**config.mk**
```make
export PLATFORM = sky130hd
export DESIGN_NAME = nrid_host
export DESIGN_NICKNAME = d
export VERILOG_FILES = /design/src/nrid_pkg.sv /design/src/nrid_host.sv /design/src/nrid_fifo.sv
export SDC_FILE = /design/constraint.sdc
export NUM_CORES = 1
export LEC_CHECK = 0
export ABC_CLOCK_PERIOD_IN_PS = 9600
export BUFFER_PORTS_ARGS = -buffer_cell sky130_fd_sc_hd__buf_2
export CAP_MARGIN = 40
export CORE_ASPECT_RATIO = 1.5
export CORE_MARGIN = 2
export CORE_UTILIZATION = 60
export DETAILED_ROUTE_END_ITERATION = 8
export GPL_TIMING_DRIVEN = 0
export HOLD_SLACK_MARGIN = 0.1
export PLACE_DENSITY = 0.77
export REMOVE_ABC_BUFFERS = 1
export SYNTH_ARGS = -nofsm -noshare
export SYNTH_HDL_FRONTEND = slang
export SYNTH_SLANG_ARGS = --single-unit
```
**constraint.sdc**
```tcl
create_clock -name clk -period 9.6 [get_ports clk]
set_clock_uncertainty 0.05 [all_clocks]
set_input_delay 0.48 -clock clk [delete_from_list [all_inputs] [get_ports clk]]
set_output_delay 0.48 -clock clk [all_outputs]
set_load 0.05 [all_outputs]
```
**src/nrid_pkg.sv**
```systemverilog
package nrid_pkg;

  // =====================================================================
  // Command codes
  // =====================================================================
  localparam logic [7:0] CMD_RESET = 8'hFF;
  localparam logic [7:0] CMD_STATUS = 8'h70;
  localparam logic [7:0] CMD_STATUS_ENH = 8'h78;
  localparam logic [7:0] CMD_READ_ID = 8'h90;
  localparam logic [7:0] CMD_PARAM_PAGE = 8'hEC;
  localparam logic [7:0] CMD_UNIQUE_ID = 8'hED;
  localparam logic [7:0] CMD_READ_MODE = 8'h00;
  localparam logic [7:0] CMD_RAND_READ = 8'h05;
  localparam logic [7:0] CMD_RAND_CONF = 8'hE0;
  localparam logic [7:0] ADDR_ID_MAKER = 8'h00;
  localparam logic [7:0] ADDR_ID_ONFI = 8'h20;

  // Status register values after reset, and its ready bit
  localparam logic [7:0] STAT_RST_WP_HI = 8'hE0;
  localparam logic [7:0] STAT_RST_WP_LO = 8'h60;
  localparam int STAT_RDY_BIT = 6;

  // =====================================================================
  // User operations
  // =====================================================================
  localparam logic [2:0] OP_RESET = 3'h0;
  localparam logic [2:0] OP_ID_MAKER = 3'h1;
  localparam logic [2:0] OP_ID_ONFI = 3'h2;
  localparam logic [2:0] OP_PARAM = 3'h3;
  localparam logic [2:0] OP_UNIQUE = 3'h4;
  localparam logic [2:0] OP_STATUS = 3'h5;
  localparam logic [2:0] OP_RAND_READ = 3'h6;

  // =====================================================================
  // Timing (250 MHz, 4 ns)
  // =====================================================================
  localparam int CLK_PS = 4000;
  localparam int RB_VALID_US = 50;
  localparam int PWR_WAIT_US = 100;
  localparam int RST_BUSY_US = 1000;
  localparam int STROBE_NS = 25;
  localparam int PWR_WAIT_CYC = (PWR_WAIT_US * 1000000 + CLK_PS - 1) / CLK_PS;
  localparam int RST_BUSY_CYC = (RST_BUSY_US * 1000000) / CLK_PS;
  localparam int STROBE_CYC = (STROBE_NS * 1000 + CLK_PS - 1) / CLK_PS;
  localparam logic [3:0] STROBE_CNT = 4'(STROBE_CYC);
  localparam logic [3:0] ZERO_CNT4 = 4'h0;

  // Byte counts per read
  localparam logic [9:0] LEN_ID_MAKER = 10'h005;
  localparam logic [9:0] LEN_ID_ONFI = 10'h004;
  localparam logic [9:0] LEN_PARAM = 10'h100;
  localparam logic [9:0] LEN_UNIQUE = 10'h020;

  typedef enum logic [8:0] {
    NRID_IDLE = 9'h001,
    NRID_CMD = 9'h002,
    NRID_ADDR = 9'h004,
    NRID_WAIT = 9'h008,
    NRID_STAT = 9'h010,
    NRID_MODE = 9'h020,
    NRID_READ = 9'h040,
    NRID_RCMD = 9'h080,
    NRID_DONE = 9'h100
  } nrid_state_type;

endpackage : nrid_pkg

```
**src/nrid_host.sv**
```systemverilog
`timescale 1ns/10ps
// What this block does
// - Wait for ready/busy valid and high before first reset command.
// - Without watching ready/busy, wait 100us after supply is good; else wait high.
// - Reset FFh is the very first command to the target.
// - After polling with 70h, except for reset, issue 00h to restore data output.
// - Never issue 78h during parameter page busy or data output.
// - Random data read 05h-E0h moves the output position.
// - Check CRC of each parameter copy, moving on after mismatch.
// - XOR copy halves; accept when all sixteen results are FFh.
module nrid_host #(
  parameter int PWR_WAIT = nrid_pkg::PWR_WAIT_CYC,
  parameter int RST_BUSY = nrid_pkg::RST_BUSY_CYC
) (
  // Clock and reset
  input wire logic clk,
  input wire logic resetn,
  // User orders
  input wire logic op_valid,
  output logic op_ready,
  input wire logic [2:0] op_code,
  input wire logic op_poll,
  input wire logic [15:0] op_col,
  input wire logic [9:0] op_len,
  output logic op_done,
  output logic [7:0] status_q,
  output logic init_done_q,
  // Read data stream
  output logic rd_valid,
  input wire logic rd_ready,
  output logic [7:0] rd_data,
  // Check results
  output logic crc_ok_q,
  output logic uid_ok_q,
  // Flash pins
  output logic ce_n_q,
  output logic cle_q,
  output logic ale_q,
  output logic write_strobe_n_q,
  output logic read_strobe_n_q,
  output logic [7:0] io_out_q,
  output logic io_oe_q,
  input wire logic [7:0] io_in,
  input wire logic ready_busy_n
);
  // =====================================================================
  // Reset release
  // =====================================================================
  logic rst_s1_q;
  logic rst_n;
  always_ff @(posedge clk or negedge resetn) begin
    if (!resetn) begin
      rst_s1_q <= 1'b0;
      rst_n <= 1'b0;
    end else begin
      rst_s1_q <= 1'b1;
      rst_n <= rst_s1_q;
    end
  end

  // =====================================================================
  // Sequencer
  // =====================================================================
  nrid_pkg::nrid_state_type state_q;
  logic [7:0] cmd_q;
  logic [1:0] addr_n_q;
  logic [1:0] addr_i_q;
  logic [15:0] addr_q;
  logic [9:0] left_q;
  logic [9:0] idx_q;
  logic stat_rdy_q;
  logic [3:0] ph_q;
  logic wphase_q;
  logic [2:0] op_q;
  logic poll_q;
  logic [31:0] tmr_q;
  logic pwr_ok_q;
  logic fifo_in_ready;
  logic push_q;
  logic [7:0] push_data_q;

  assign op_ready = (state_q == nrid_pkg::NRID_IDLE) && pwr_ok_q;
  assign op_done = (state_q == nrid_pkg::NRID_DONE);

  // Power-up wait; orders accepted before the first reset are dropped without reaching the flash
  always_ff @(posedge clk or negedge rst_n) begin
    if (!rst_n) begin
      tmr_q <= '0;
      pwr_ok_q <= 1'b0;
    end else if (!pwr_ok_q) begin
      tmr_q <= tmr_q + 32'h1;
      if (tmr_q >= 32'(PWR_WAIT) && ready_busy_n) begin
        pwr_ok_q <= 1'b1;
      end
    end else if (state_q == nrid_pkg::NRID_WAIT) begin
      tmr_q <= tmr_q + 32'h1;
    end else begin
      tmr_q <= '0;
    end
  end

  function automatic logic [7:0] op_cmd(input logic [2:0] op);
    unique case (op)
      nrid_pkg::OP_RESET: op_cmd = nrid_pkg::CMD_RESET;
      nrid_pkg::OP_ID_MAKER, nrid_pkg::OP_ID_ONFI: op_cmd = nrid_pkg::CMD_READ_ID;
      nrid_pkg::OP_PARAM: op_cmd = nrid_pkg::CMD_PARAM_PAGE;
      nrid_pkg::OP_UNIQUE: op_cmd = nrid_pkg::CMD_UNIQUE_ID;
      nrid_pkg::OP_STATUS: op_cmd = nrid_pkg::CMD_STATUS;
      nrid_pkg::OP_RAND_READ: op_cmd = nrid_pkg::CMD_RAND_READ;
      default: op_cmd = nrid_pkg::CMD_STATUS;
    endcase
  endfunction : op_cmd

  // One pin cycle: strobe low for STROBE_CNT+1 clocks, then high as long
  wire logic step_end = (ph_q == nrid_pkg::STROBE_CNT) && wphase_q;
  wire logic busy_wait = (op_q == nrid_pkg::OP_RESET) || (op_q == nrid_pkg::OP_PARAM)
                         || (op_q == nrid_pkg::OP_UNIQUE);
  // A copy that fails its check is followed by the next one, up to the last copy
  wire logic retry_copy = (op_q == nrid_pkg::OP_PARAM && !crc_ok_q && idx_q[9:8] != 2'h3)
                          || (op_q == nrid_pkg::OP_UNIQUE && !uid_ok_q && idx_q[9:5] != 5'h10);
  wire logic stat_wr = (state_q == nrid_pkg::NRID_STAT) && (cmd_q == nrid_pkg::CMD_STATUS);
  wire logic mode_wr = (state_q == nrid_pkg::NRID_MODE) && poll_q;

  always_ff @(posedge clk or negedge rst_n) begin
    if (!rst_n) begin
      state_q <= nrid_pkg::NRID_IDLE;
      cmd_q <= '0;
      addr_n_q <= '0;
      addr_i_q <= '0;
      addr_q <= '0;
      left_q <= '0;
      ph_q <= '0;
      wphase_q <= 1'b0;
      op_q <= '0;
      poll_q <= 1'b0;
      stat_rdy_q <= 1'b0;
      init_done_q <= 1'b0;
      status_q <= '0;
      push_q <= 1'b0;
      push_data_q <= '0;
    end else begin
      push_q <= 1'b0;
      if (state_q inside {nrid_pkg::NRID_CMD, nrid_pkg::NRID_ADDR, nrid_pkg::NRID_STAT,
                          nrid_pkg::NRID_MODE, nrid_pkg::NRID_READ, nrid_pkg::NRID_RCMD}) begin
        if (ph_q == nrid_pkg::STROBE_CNT) begin
          ph_q <= nrid_pkg::ZERO_CNT4;
          wphase_q <= !wphase_q;
        end else begin
          ph_q <= ph_q + 4'h1;
        end
      end else begin
        ph_q <= nrid_pkg::ZERO_CNT4;
        wphase_q <= 1'b0;
      end
      unique case (state_q)
        nrid_pkg::NRID_IDLE: begin
          if (op_valid && op_ready && (init_done_q || op_code == nrid_pkg::OP_RESET)) begin
            op_q <= op_code;
            poll_q <= op_poll;
            cmd_q <= op_cmd(op_code);
            addr_q <= (op_code == nrid_pkg::OP_ID_ONFI) ? {8'h00, nrid_pkg::ADDR_ID_ONFI} : op_col;
            addr_n_q <= (op_code == nrid_pkg::OP_RAND_READ) ? 2'h2
                      : (op_code == nrid_pkg::OP_RESET || op_code == nrid_pkg::OP_STATUS) ? 2'h0 : 2'h1;
            addr_i_q <= '0;
            unique case (op_code)
              nrid_pkg::OP_ID_MAKER: left_q <= nrid_pkg::LEN_ID_MAKER;
              nrid_pkg::OP_ID_ONFI: left_q <= nrid_pkg::LEN_ID_ONFI;
              nrid_pkg::OP_PARAM: left_q <= nrid_pkg::LEN_PARAM;
              nrid_pkg::OP_UNIQUE: left_q <= nrid_pkg::LEN_UNIQUE;
              nrid_pkg::OP_STATUS: left_q <= 10'h001;
              default: left_q <= op_len;
            endcase
            state_q <= nrid_pkg::NRID_CMD;
          end else if (op_valid && op_ready) begin
            state_q <= nrid_pkg::NRID_DONE;
          end
        end
        nrid_pkg::NRID_CMD: begin
          if (step_end) begin
            if (addr_n_q != 2'h0) begin
              state_q <= nrid_pkg::NRID_ADDR;
            end else if (op_q == nrid_pkg::OP_STATUS) begin
              state_q <= nrid_pkg::NRID_READ;
            end else begin
              state_q <= nrid_pkg::NRID_WAIT;
            end
          end
        end
        nrid_pkg::NRID_ADDR: begin
          if (step_end) begin
            addr_q <= {8'h00, addr_q[15:8]};
            addr_i_q <= addr_i_q + 2'h1;
            if (addr_i_q + 2'h1 == addr_n_q) begin
              state_q <= (op_q == nrid_pkg::OP_RAND_READ) ? nrid_pkg::NRID_RCMD
                       : busy_wait ? nrid_pkg::NRID_WAIT : nrid_pkg::NRID_READ;
            end
          end
        end
        nrid_pkg::NRID_RCMD: begin
          if (step_end) begin
            state_q <= nrid_pkg::NRID_READ;
          end
        end
        nrid_pkg::NRID_WAIT: begin
          // Give the target a few clocks to pull busy low before trusting it
          if (tmr_q > 32'h10 && (poll_q ? 1'b1 : ready_busy_n)) begin
            state_q <= poll_q ? nrid_pkg::NRID_STAT : nrid_pkg::NRID_MODE;
            cmd_q <= nrid_pkg::CMD_STATUS;
          end else if (op_q == nrid_pkg::OP_RESET && tmr_q >= 32'(RST_BUSY) && ready_busy_n) begin
            state_q <= nrid_pkg::NRID_MODE;
          end
        end
        nrid_pkg::NRID_STAT: begin
          // Status 70h then one status read; loop until ready
          if (!wphase_q && ph_q == nrid_pkg::STROBE_CNT && cmd_q != nrid_pkg::CMD_STATUS) begin
            stat_rdy_q <= io_in[nrid_pkg::STAT_RDY_BIT];
          end
          if (step_end && cmd_q == nrid_pkg::CMD_STATUS) begin
            cmd_q <= nrid_pkg::CMD_READ_MODE;
          end else if (step_end) begin
            cmd_q <= nrid_pkg::CMD_STATUS;
            if (stat_rdy_q) begin
              state_q <= nrid_pkg::NRID_MODE;
            end
          end
        end
        nrid_pkg::NRID_MODE: begin
          if (op_q == nrid_pkg::OP_RESET) begin
            init_done_q <= 1'b1;
            status_q <= nrid_pkg::STAT_RST_WP_HI;
            state_q <= nrid_pkg::NRID_DONE;
          end else if (!poll_q || step_end) begin
            state_q <= (op_q == nrid_pkg::OP_RESET) ? nrid_pkg::NRID_DONE : nrid_pkg::NRID_READ;
          end
        end
        nrid_pkg::NRID_READ: begin
          // Sample just before the strobe rises; stall while the FIFO is full
          if (!wphase_q && ph_q == nrid_pkg::STROBE_CNT) begin
            if (!fifo_in_ready) begin
              ph_q <= ph_q;
              wphase_q <= wphase_q;
            end else begin
              push_q <= (op_q != nrid_pkg::OP_STATUS);
              push_data_q <= io_in;
              if (op_q == nrid_pkg::OP_STATUS) begin
                status_q <= io_in;
              end
            end
          end
          if (step_end) begin
            left_q <= left_q - 10'h001;
            if (left_q == 10'h001 && retry_copy) begin
              left_q <= (op_q == nrid_pkg::OP_PARAM) ? nrid_pkg::LEN_PARAM : nrid_pkg::LEN_UNIQUE;
            end else if (left_q == 10'h001) begin
              state_q <= nrid_pkg::NRID_DONE;
            end
          end
        end
        nrid_pkg::NRID_DONE: begin
          state_q <= nrid_pkg::NRID_IDLE;
        end
      endcase
    end
  end

  // =====================================================================
  // Pin drive; 78h is never produced by this controller
  // =====================================================================
  always_ff @(posedge clk or negedge rst_n) begin
    if (!rst_n) begin
      ce_n_q <= 1'b1;
      cle_q <= 1'b0;
      ale_q <= 1'b0;
      write_strobe_n_q <= 1'b1;
      read_strobe_n_q <= 1'b1;
      io_out_q <= '0;
      io_oe_q <= 1'b0;
    end else begin
      ce_n_q <= (state_q == nrid_pkg::NRID_IDLE) || (state_q == nrid_pkg::NRID_DONE);
      cle_q <= (state_q inside {nrid_pkg::NRID_CMD, nrid_pkg::NRID_RCMD}) || mode_wr || stat_wr;
      ale_q <= (state_q == nrid_pkg::NRID_ADDR);
      write_strobe_n_q <= !(((state_q inside {nrid_pkg::NRID_CMD, nrid_pkg::NRID_ADDR, nrid_pkg::NRID_RCMD})
                             || mode_wr || stat_wr) && !wphase_q);
      read_strobe_n_q <= !(((state_q == nrid_pkg::NRID_READ)
                            || (state_q == nrid_pkg::NRID_STAT && !stat_wr)) && !wphase_q);
      io_oe_q <= (state_q inside {nrid_pkg::NRID_CMD, nrid_pkg::NRID_ADDR, nrid_pkg::NRID_RCMD})
                 || mode_wr || stat_wr;
      unique case (state_q)
        nrid_pkg::NRID_ADDR: io_out_q <= addr_q[7:0];
        nrid_pkg::NRID_RCMD: io_out_q <= nrid_pkg::CMD_RAND_CONF;
        nrid_pkg::NRID_MODE: io_out_q <= nrid_pkg::CMD_READ_MODE;
        default: io_out_q <= cmd_q;
      endcase
    end
  end

  // =====================================================================
  // Stream checks on the way to the user
  // =====================================================================
  logic [15:0] crc_q;
  logic crc_lo_ok_q;
  logic [7:0] uid_q [16];
  logic uid_bad_q;
  wire logic [15:0] crc_nx = crc_step(crc_q, push_data_q);

  function automatic logic [15:0] crc_step(input logic [15:0] c, input logic [7:0] d);
    logic [15:0] r;
    r = c;
    for (int b = 7; b >= 0; b--) begin
      r = (r[15] ^ d[b]) ? {r[14:0], 1'b0} ^ 16'h8005 : {r[14:0], 1'b0};
    end
    return r;
  endfunction : crc_step

  always_ff @(posedge clk or negedge rst_n) begin
    if (!rst_n) begin
      crc_q <= 16'h4F4E;
      idx_q <= '0;
      crc_ok_q <= 1'b0;
      crc_lo_ok_q <= 1'b0;
      uid_ok_q <= 1'b0;
      uid_bad_q <= 1'b0;
      for (int i = 0; i < 16; i++) begin
        uid_q[i] <= '0;
      end
    end else if (state_q == nrid_pkg::NRID_CMD) begin
      crc_q <= 16'h4F4E;
      idx_q <= '0;
      uid_bad_q <= 1'b0;
    end else if (push_q) begin
      idx_q <= idx_q + 10'h001;
      if (op_q == nrid_pkg::OP_PARAM && idx_q[7:0] < 8'hFE) begin
        crc_q <= crc_nx;
      end
      if (op_q == nrid_pkg::OP_PARAM && idx_q[7:0] == 8'hFE) begin
        crc_lo_ok_q <= (crc_q[7:0] == push_data_q);
      end
      if (op_q == nrid_pkg::OP_PARAM && idx_q[7:0] == 8'hFF) begin
        crc_ok_q <= crc_lo_ok_q && (crc_q[15:8] == push_data_q);
        // Each copy is checked on its own
        crc_q <= 16'h4F4E;
      end
      if (op_q == nrid_pkg::OP_UNIQUE && !idx_q[4]) begin
        uid_q[idx_q[3:0]] <= push_data_q;
      end
      if (op_q == nrid_pkg::OP_UNIQUE && idx_q[4]) begin
        if ((uid_q[idx_q[3:0]] ^ push_data_q) != 8'hFF) begin
          uid_bad_q <= 1'b1;
        end
        if (idx_q[4:0] == 5'h1F) begin
          uid_ok_q <= !uid_bad_q && ((uid_q[15] ^ push_data_q) == 8'hFF);
          uid_bad_q <= 1'b0;
        end
      end
    end
  end

  nrid_fifo #(.WIDTH(8), .DEPTH(4)) u_fifo (
    .clk(clk),
    .rst_n(rst_n),
    .in_valid(push_q),
    .in_ready(fifo_in_ready),
    .in_data(push_data_q),
    .out_valid(rd_valid),
    .out_ready(rd_ready),
    .out_data(rd_data)
  );

  // =====================================================================
  // Checks
  // =====================================================================
  no_op_before_pwr_a: assert property (@(posedge clk) disable iff (!rst_n)
    (state_q != nrid_pkg::NRID_IDLE && !$past(pwr_ok_q, 1)) |-> 1'b0 || pwr_ok_q)
    else $error("order started before power-up wait");
  first_is_reset_a: assert property (@(posedge clk) disable iff (!rst_n)
    (state_q == nrid_pkg::NRID_CMD && !init_done_q) |-> cmd_q == nrid_pkg::CMD_RESET)
    else $error("first command is not reset");
  no_enh_status_a: assert property (@(posedge clk) disable iff (!rst_n)
    (io_oe_q && cle_q) |-> io_out_q != nrid_pkg::CMD_STATUS_ENH)
    else $error("enhanced status issued");
  strobes_apart_a: assert property (@(posedge clk) disable iff (!rst_n)
    !read_strobe_n_q |-> (!cle_q && !ale_q && write_strobe_n_q && !io_oe_q))
    else $error("read strobe with latches or drive active");
  busy_wait_quiet_a: assert property (@(posedge clk) disable iff (!rst_n)
    (state_q == nrid_pkg::NRID_WAIT && $past(state_q) == nrid_pkg::NRID_WAIT)
    |-> (write_strobe_n_q && read_strobe_n_q))
    else $error("strobe toggled during busy wait");
  stream_held_a: assert property (@(posedge clk) disable iff (!rst_n)
    (rd_valid && !rd_ready) |=> (rd_valid && $stable(rd_data)))
    else $error("read byte dropped before taken");
endmodule : nrid_host

```
**src/nrid_fifo.sv**
```systemverilog
`timescale 1ns/10ps
module nrid_fifo #(
  parameter int WIDTH = 8,
  parameter int DEPTH = 4
) (
  // Clock and reset
  input wire logic clk,
  input wire logic rst_n,
  // Fill side
  input wire logic in_valid,
  output logic in_ready,
  input wire logic [WIDTH-1:0] in_data,
  // Drain side
  output logic out_valid,
  input wire logic out_ready,
  output logic [WIDTH-1:0] out_data
);
  localparam int AW = $clog2(DEPTH);
  logic [WIDTH-1:0] mem_q [DEPTH];
  logic [AW-1:0] wr_q;
  logic [AW-1:0] rd_q;
  logic [AW:0] cnt_q;
  logic push;
  logic pop;

  assign in_ready = (cnt_q != (AW+1)'(DEPTH));
  assign out_valid = (cnt_q != '0);
  assign out_data = mem_q[rd_q];
  assign push = in_valid && in_ready;
  assign pop = out_valid && out_ready;

  always_ff @(posedge clk) begin
    if (push) begin
      mem_q[wr_q] <= in_data;
    end
  end

  always_ff @(posedge clk or negedge rst_n) begin
    if (!rst_n) begin
      wr_q <= '0;
      rd_q <= '0;
      cnt_q <= '0;
    end else begin
      if (push) begin
        wr_q <= (wr_q == AW'(DEPTH-1)) ? '0 : wr_q + 1'b1;
      end
      if (pop) begin
        rd_q <= (rd_q == AW'(DEPTH-1)) ? '0 : rd_q + 1'b1;
      end
      cnt_q <= cnt_q + (AW+1)'(push) - (AW+1)'(pop);
    end
  end
endmodule : nrid_fifo

```
==> summary.md <==
| Metric | Value |
|---|---|
| Status | `finished, final reports clean` |
| # rows | `73` |
| Initial Util | `60.5%` |
| Mapped cell area | `15900 um^2` |
| Synthesis Warnings | `0` |
| Crit path to | `state_q[7]$_DFFE_PN0P_` |
| Reg2reg start | `state_q[1]$_DFFE_PN0P_` |
| Vias in the first global route | `11188` |
| Worst-path maximum fanout | `25` |
| Final wirelength | `35.5 mm` |
| Worst reg2reg setup slack | `6.32 ns` |
| Worst Reg-to-Reg Cells | `6` |
| Area of placed instances | `16800 um^2` |
| GP Congestion | `0.904` |
| Post-synth top area share | `43.3%` |
| # placed instances | `1708` |
| Hold_buf cts | `14` |
| Pwr Total | `0.00361 W` |
| RSZ-0062 raised after global routing | `no` |
| Hold crit path type | `reg2async` |
| Yosys reg bits | `320` |
| Crit Path Category | `reg2reg` |
| Max-cap viol count | `0` |
| Tmin final | `3.28 ns` |
| Static Leak | `8.36 nW` |
| Post-CTS resize count | `0` |
| DR vias | `10780` |
| CTS Buffer Depth | `3` |
| Ant diodes | `0` |
| EDFF count, synth | `32` |
| Top FF cell, synth | `dfrtp_1` |
| Port Buffer Count | `78` |
| # nets final | `1480` |
| Initial DRC Count | `646` |
| Drt wl/cell | `20.0 um` |
| Timing-limited maximum frequency | `0.305 GHz` |
| RR Endpoint | `state_q[7]$_DFFE_PN0P_` |
| Data required, critical path | `10.01 ns` |
| Maximum vdd drop | `0.000190 V` |
| CTS root buf | `clkbuf_16` |
| Worst relative slew slack | `43.5%` |
| PwrDens | `200 nW/um^2` |
| Synth Area per Inst | `11.8 um^2` |
| CP Launch Type | `flip-flop` |
| Final hold violation count | `0` |
| Largest net degree at the start of global routing | `66` |
| Post-CTS setup buffer count | `0` |
| Syn Inst Count | `1350` |
| Die area | `27900 um^2` |
| Sequential share of the synthesized area | `51.4%` |
| CTS HTree Levels | `1` |
| Number of CTS-inserted buffers | `30` |
| Post-route cell area | `18000 um^2` |
| Fin Hold WS | `0.117 ns` |
| Area grow syn2layout | `13.4%` |
| Top cells by count, synth | `dfrtp_1 (275), mux2_2 (142), nand2_1 (103)` |
| Final Cycle Share | `34.2%` |
| Final setup viols | `0` |
| Initial antenna violation count | `0` |
| First-pass GRT wire length | `58.0 mm` |
| Worst-path clk slew | `0.07 ns` |
| Vias per cell | `6.06` |
| Remaining DRCs | `0` |
| Clk sink count | `320` |
| Synth area leaders | `dfrtp_1 (43%), mux2_2 (10%), edfxtp_1 (6.0%), mux2i_1 (3.5%), xor2_1 (3.1%)` |
| Crit end category | `flip-flop` |
| Post-route insts no fill | `1778` |
| Skew-Pair Late Insertion Delay | `0.57 ns` |
| Slew Viols, Final | `0` |
| Crit path cell chain | `nor3_2, nand4_1, inv_1, a211oi_1, o2111ai_2, mux2_4` |
| Top-count cell post-synth | `dfrtp_1` |
| ANT nets after route | `0` |
| Chip Height | `203 um` |
| CTS tree | `yes` |
| Worst slew pin tran | `0.846 ns` |
| Leading area contributor after synthesis | `dfrtp_1` |
| GRT overflow | `0` |
| Hpwl dp | `24.2 mm` |
| Crit path from | `state_q[1]$_DFFE_PN0P_` |
| Asr flop ratio synth | `90.0%` |
| Share of post-route cells with drive strength above 1 | `25.7%` |
| Netlist cell types | `88` |
| Die W | `137 um` |
| DR pass1 iterations | `5` |
| Worst EP arrival | `3.69 ns` |
| Fill count | `1891` |
| Num ports | `79` |
| Core area | `26300 um^2` |
| Slowest stage delay, CP | `0.85 ns` |
| Util after Layout | `68.6%` |
| Tot GR Track Use | `26.4%` |
| CP max stage cell | `inv_1` |
metal layers:
layer  wire length, um  up-vias  GRT usage, %
met3              1310      107          3.26
met1             13800     5481          31.5
met4              1740        0          12.8
met2             18700      247          46.9
li1                  -     4945             -
met5                 0        -             0
final cells by class:
| class | count | area [um^2] | share of cell area [%] |
|---|---|---|---|
| clock buffer | 44 | 916 | 5.08 |
| clock inverter | 12 | 170 | 0.943 |
| inverter | 42 | 158 | 0.874 |
| tap | 337 | 422 | 2.34 |
| multi-input combinational | 911 | 7180 | 39.8 |
| sequential | 320 | 8190 | 45.4 |
| timing repair buffer | 112 | 1000 | 5.54 |
cell usage in the layout, fill, tap and decap left out, types with 14 or more instances in the layout:
cell and instances:
a21oi_1 22, a22o_1 14, and3_1 19, buf_16 15, buf_2 78, clkbuf_16 32, dfrtp_1 273, dlygate4sd3_1 14
edfxtp_1 32, ha_1 19, inv_1 42, mux2_2 142, mux2i_1 55, mux4_2 22, nand2_1 103, nand3_1 24
nand4_1 19, nor2_1 90, nor3_1 24, o21ai_0 48, xnor2_1 54, xor2_1 57
cell families after synthesis:
logic type | Yosys count | synth area share [%]
AND/OR/NAND/NOR | 379 | 12.4
other | 1 | 0.0236
buffers and inverters | 119 | 3.44
adder cells (fa/ha/maj) | 20 | 1.62
multiplexers | 220 | 16.7
flip-flops | 320 | 51.4
XOR/XNOR | 113 | 6.39
AO/OA/AOI/OAI | 178 | 7.93
worst min path at each step:
stage	start	depth (start not counted)	slack, ns	endpoint
after floorplan	resetn	0	0.13	rst_n$_DFF_PN0_
after global placement	resetn	1	0.21	rst_n$_DFF_PN0_
after detailed placement	rst_n$_DFF_PN0_	0	0.12	status_q[0]$_DFFE_PN0P_
after CTS	op_col[14]	3	0.10	addr_q[14]$_DFFE_PN0P_
after global routing	io_in[2]	2	0.11	push_data_q[2]$_DFFE_PN0P_
final	rst_n$_DFF_PN0_	0	0.12	status_q[0]$_DFFE_PN0P_
per-stage QoR:
step / setup slack (ns) / TNS [ns]
2_1_floorplan: 0.952 / 0
3_3_place_gp: -2.03 / -546.53
3_5_place_dp: 6.40 / 0
4_1_cts: 6.33 / 0
5_1_grt: 6.07 / 0
6_report: 6.32 / 0
critical path: cells and delay by family, from the launching register on:
kind	cells	cell delay, ns
buf+inv	1	0.85
compound gates	2	0.49
simple gates	2	0.97
mux	1	0.34
flops	1	0.46
state kept, by name (all words and copies together) (netlist names), 2 cells and up:
name,cells
addr_i_q,2
addr_n_q,2
addr_q,16
cmd_q,7
crc_q,16
idx_q,10
io_out_q,8
left_q,10
op_q,3
ph_q,4
push_data_q,8
state_q,9
status_q,8
tmr_q,32
u_fifo.cnt_q,3
u_fifo.mem_q,32
u_fifo.rd_q,2
u_fifo.wr_q,2
uid_q,128
report_power, final:
| group | switching, W | internal, W | total (W) |
|---|---|---|---|
| Combinational | 0.000371 | 0.000278 | 0.000649 |
| Clock | 0.000517 | 0.000769 | 0.00129 |
| Sequential | 0.000171 | 0.00151 | 0.00168 |
(Power assumes the default switching activity.)
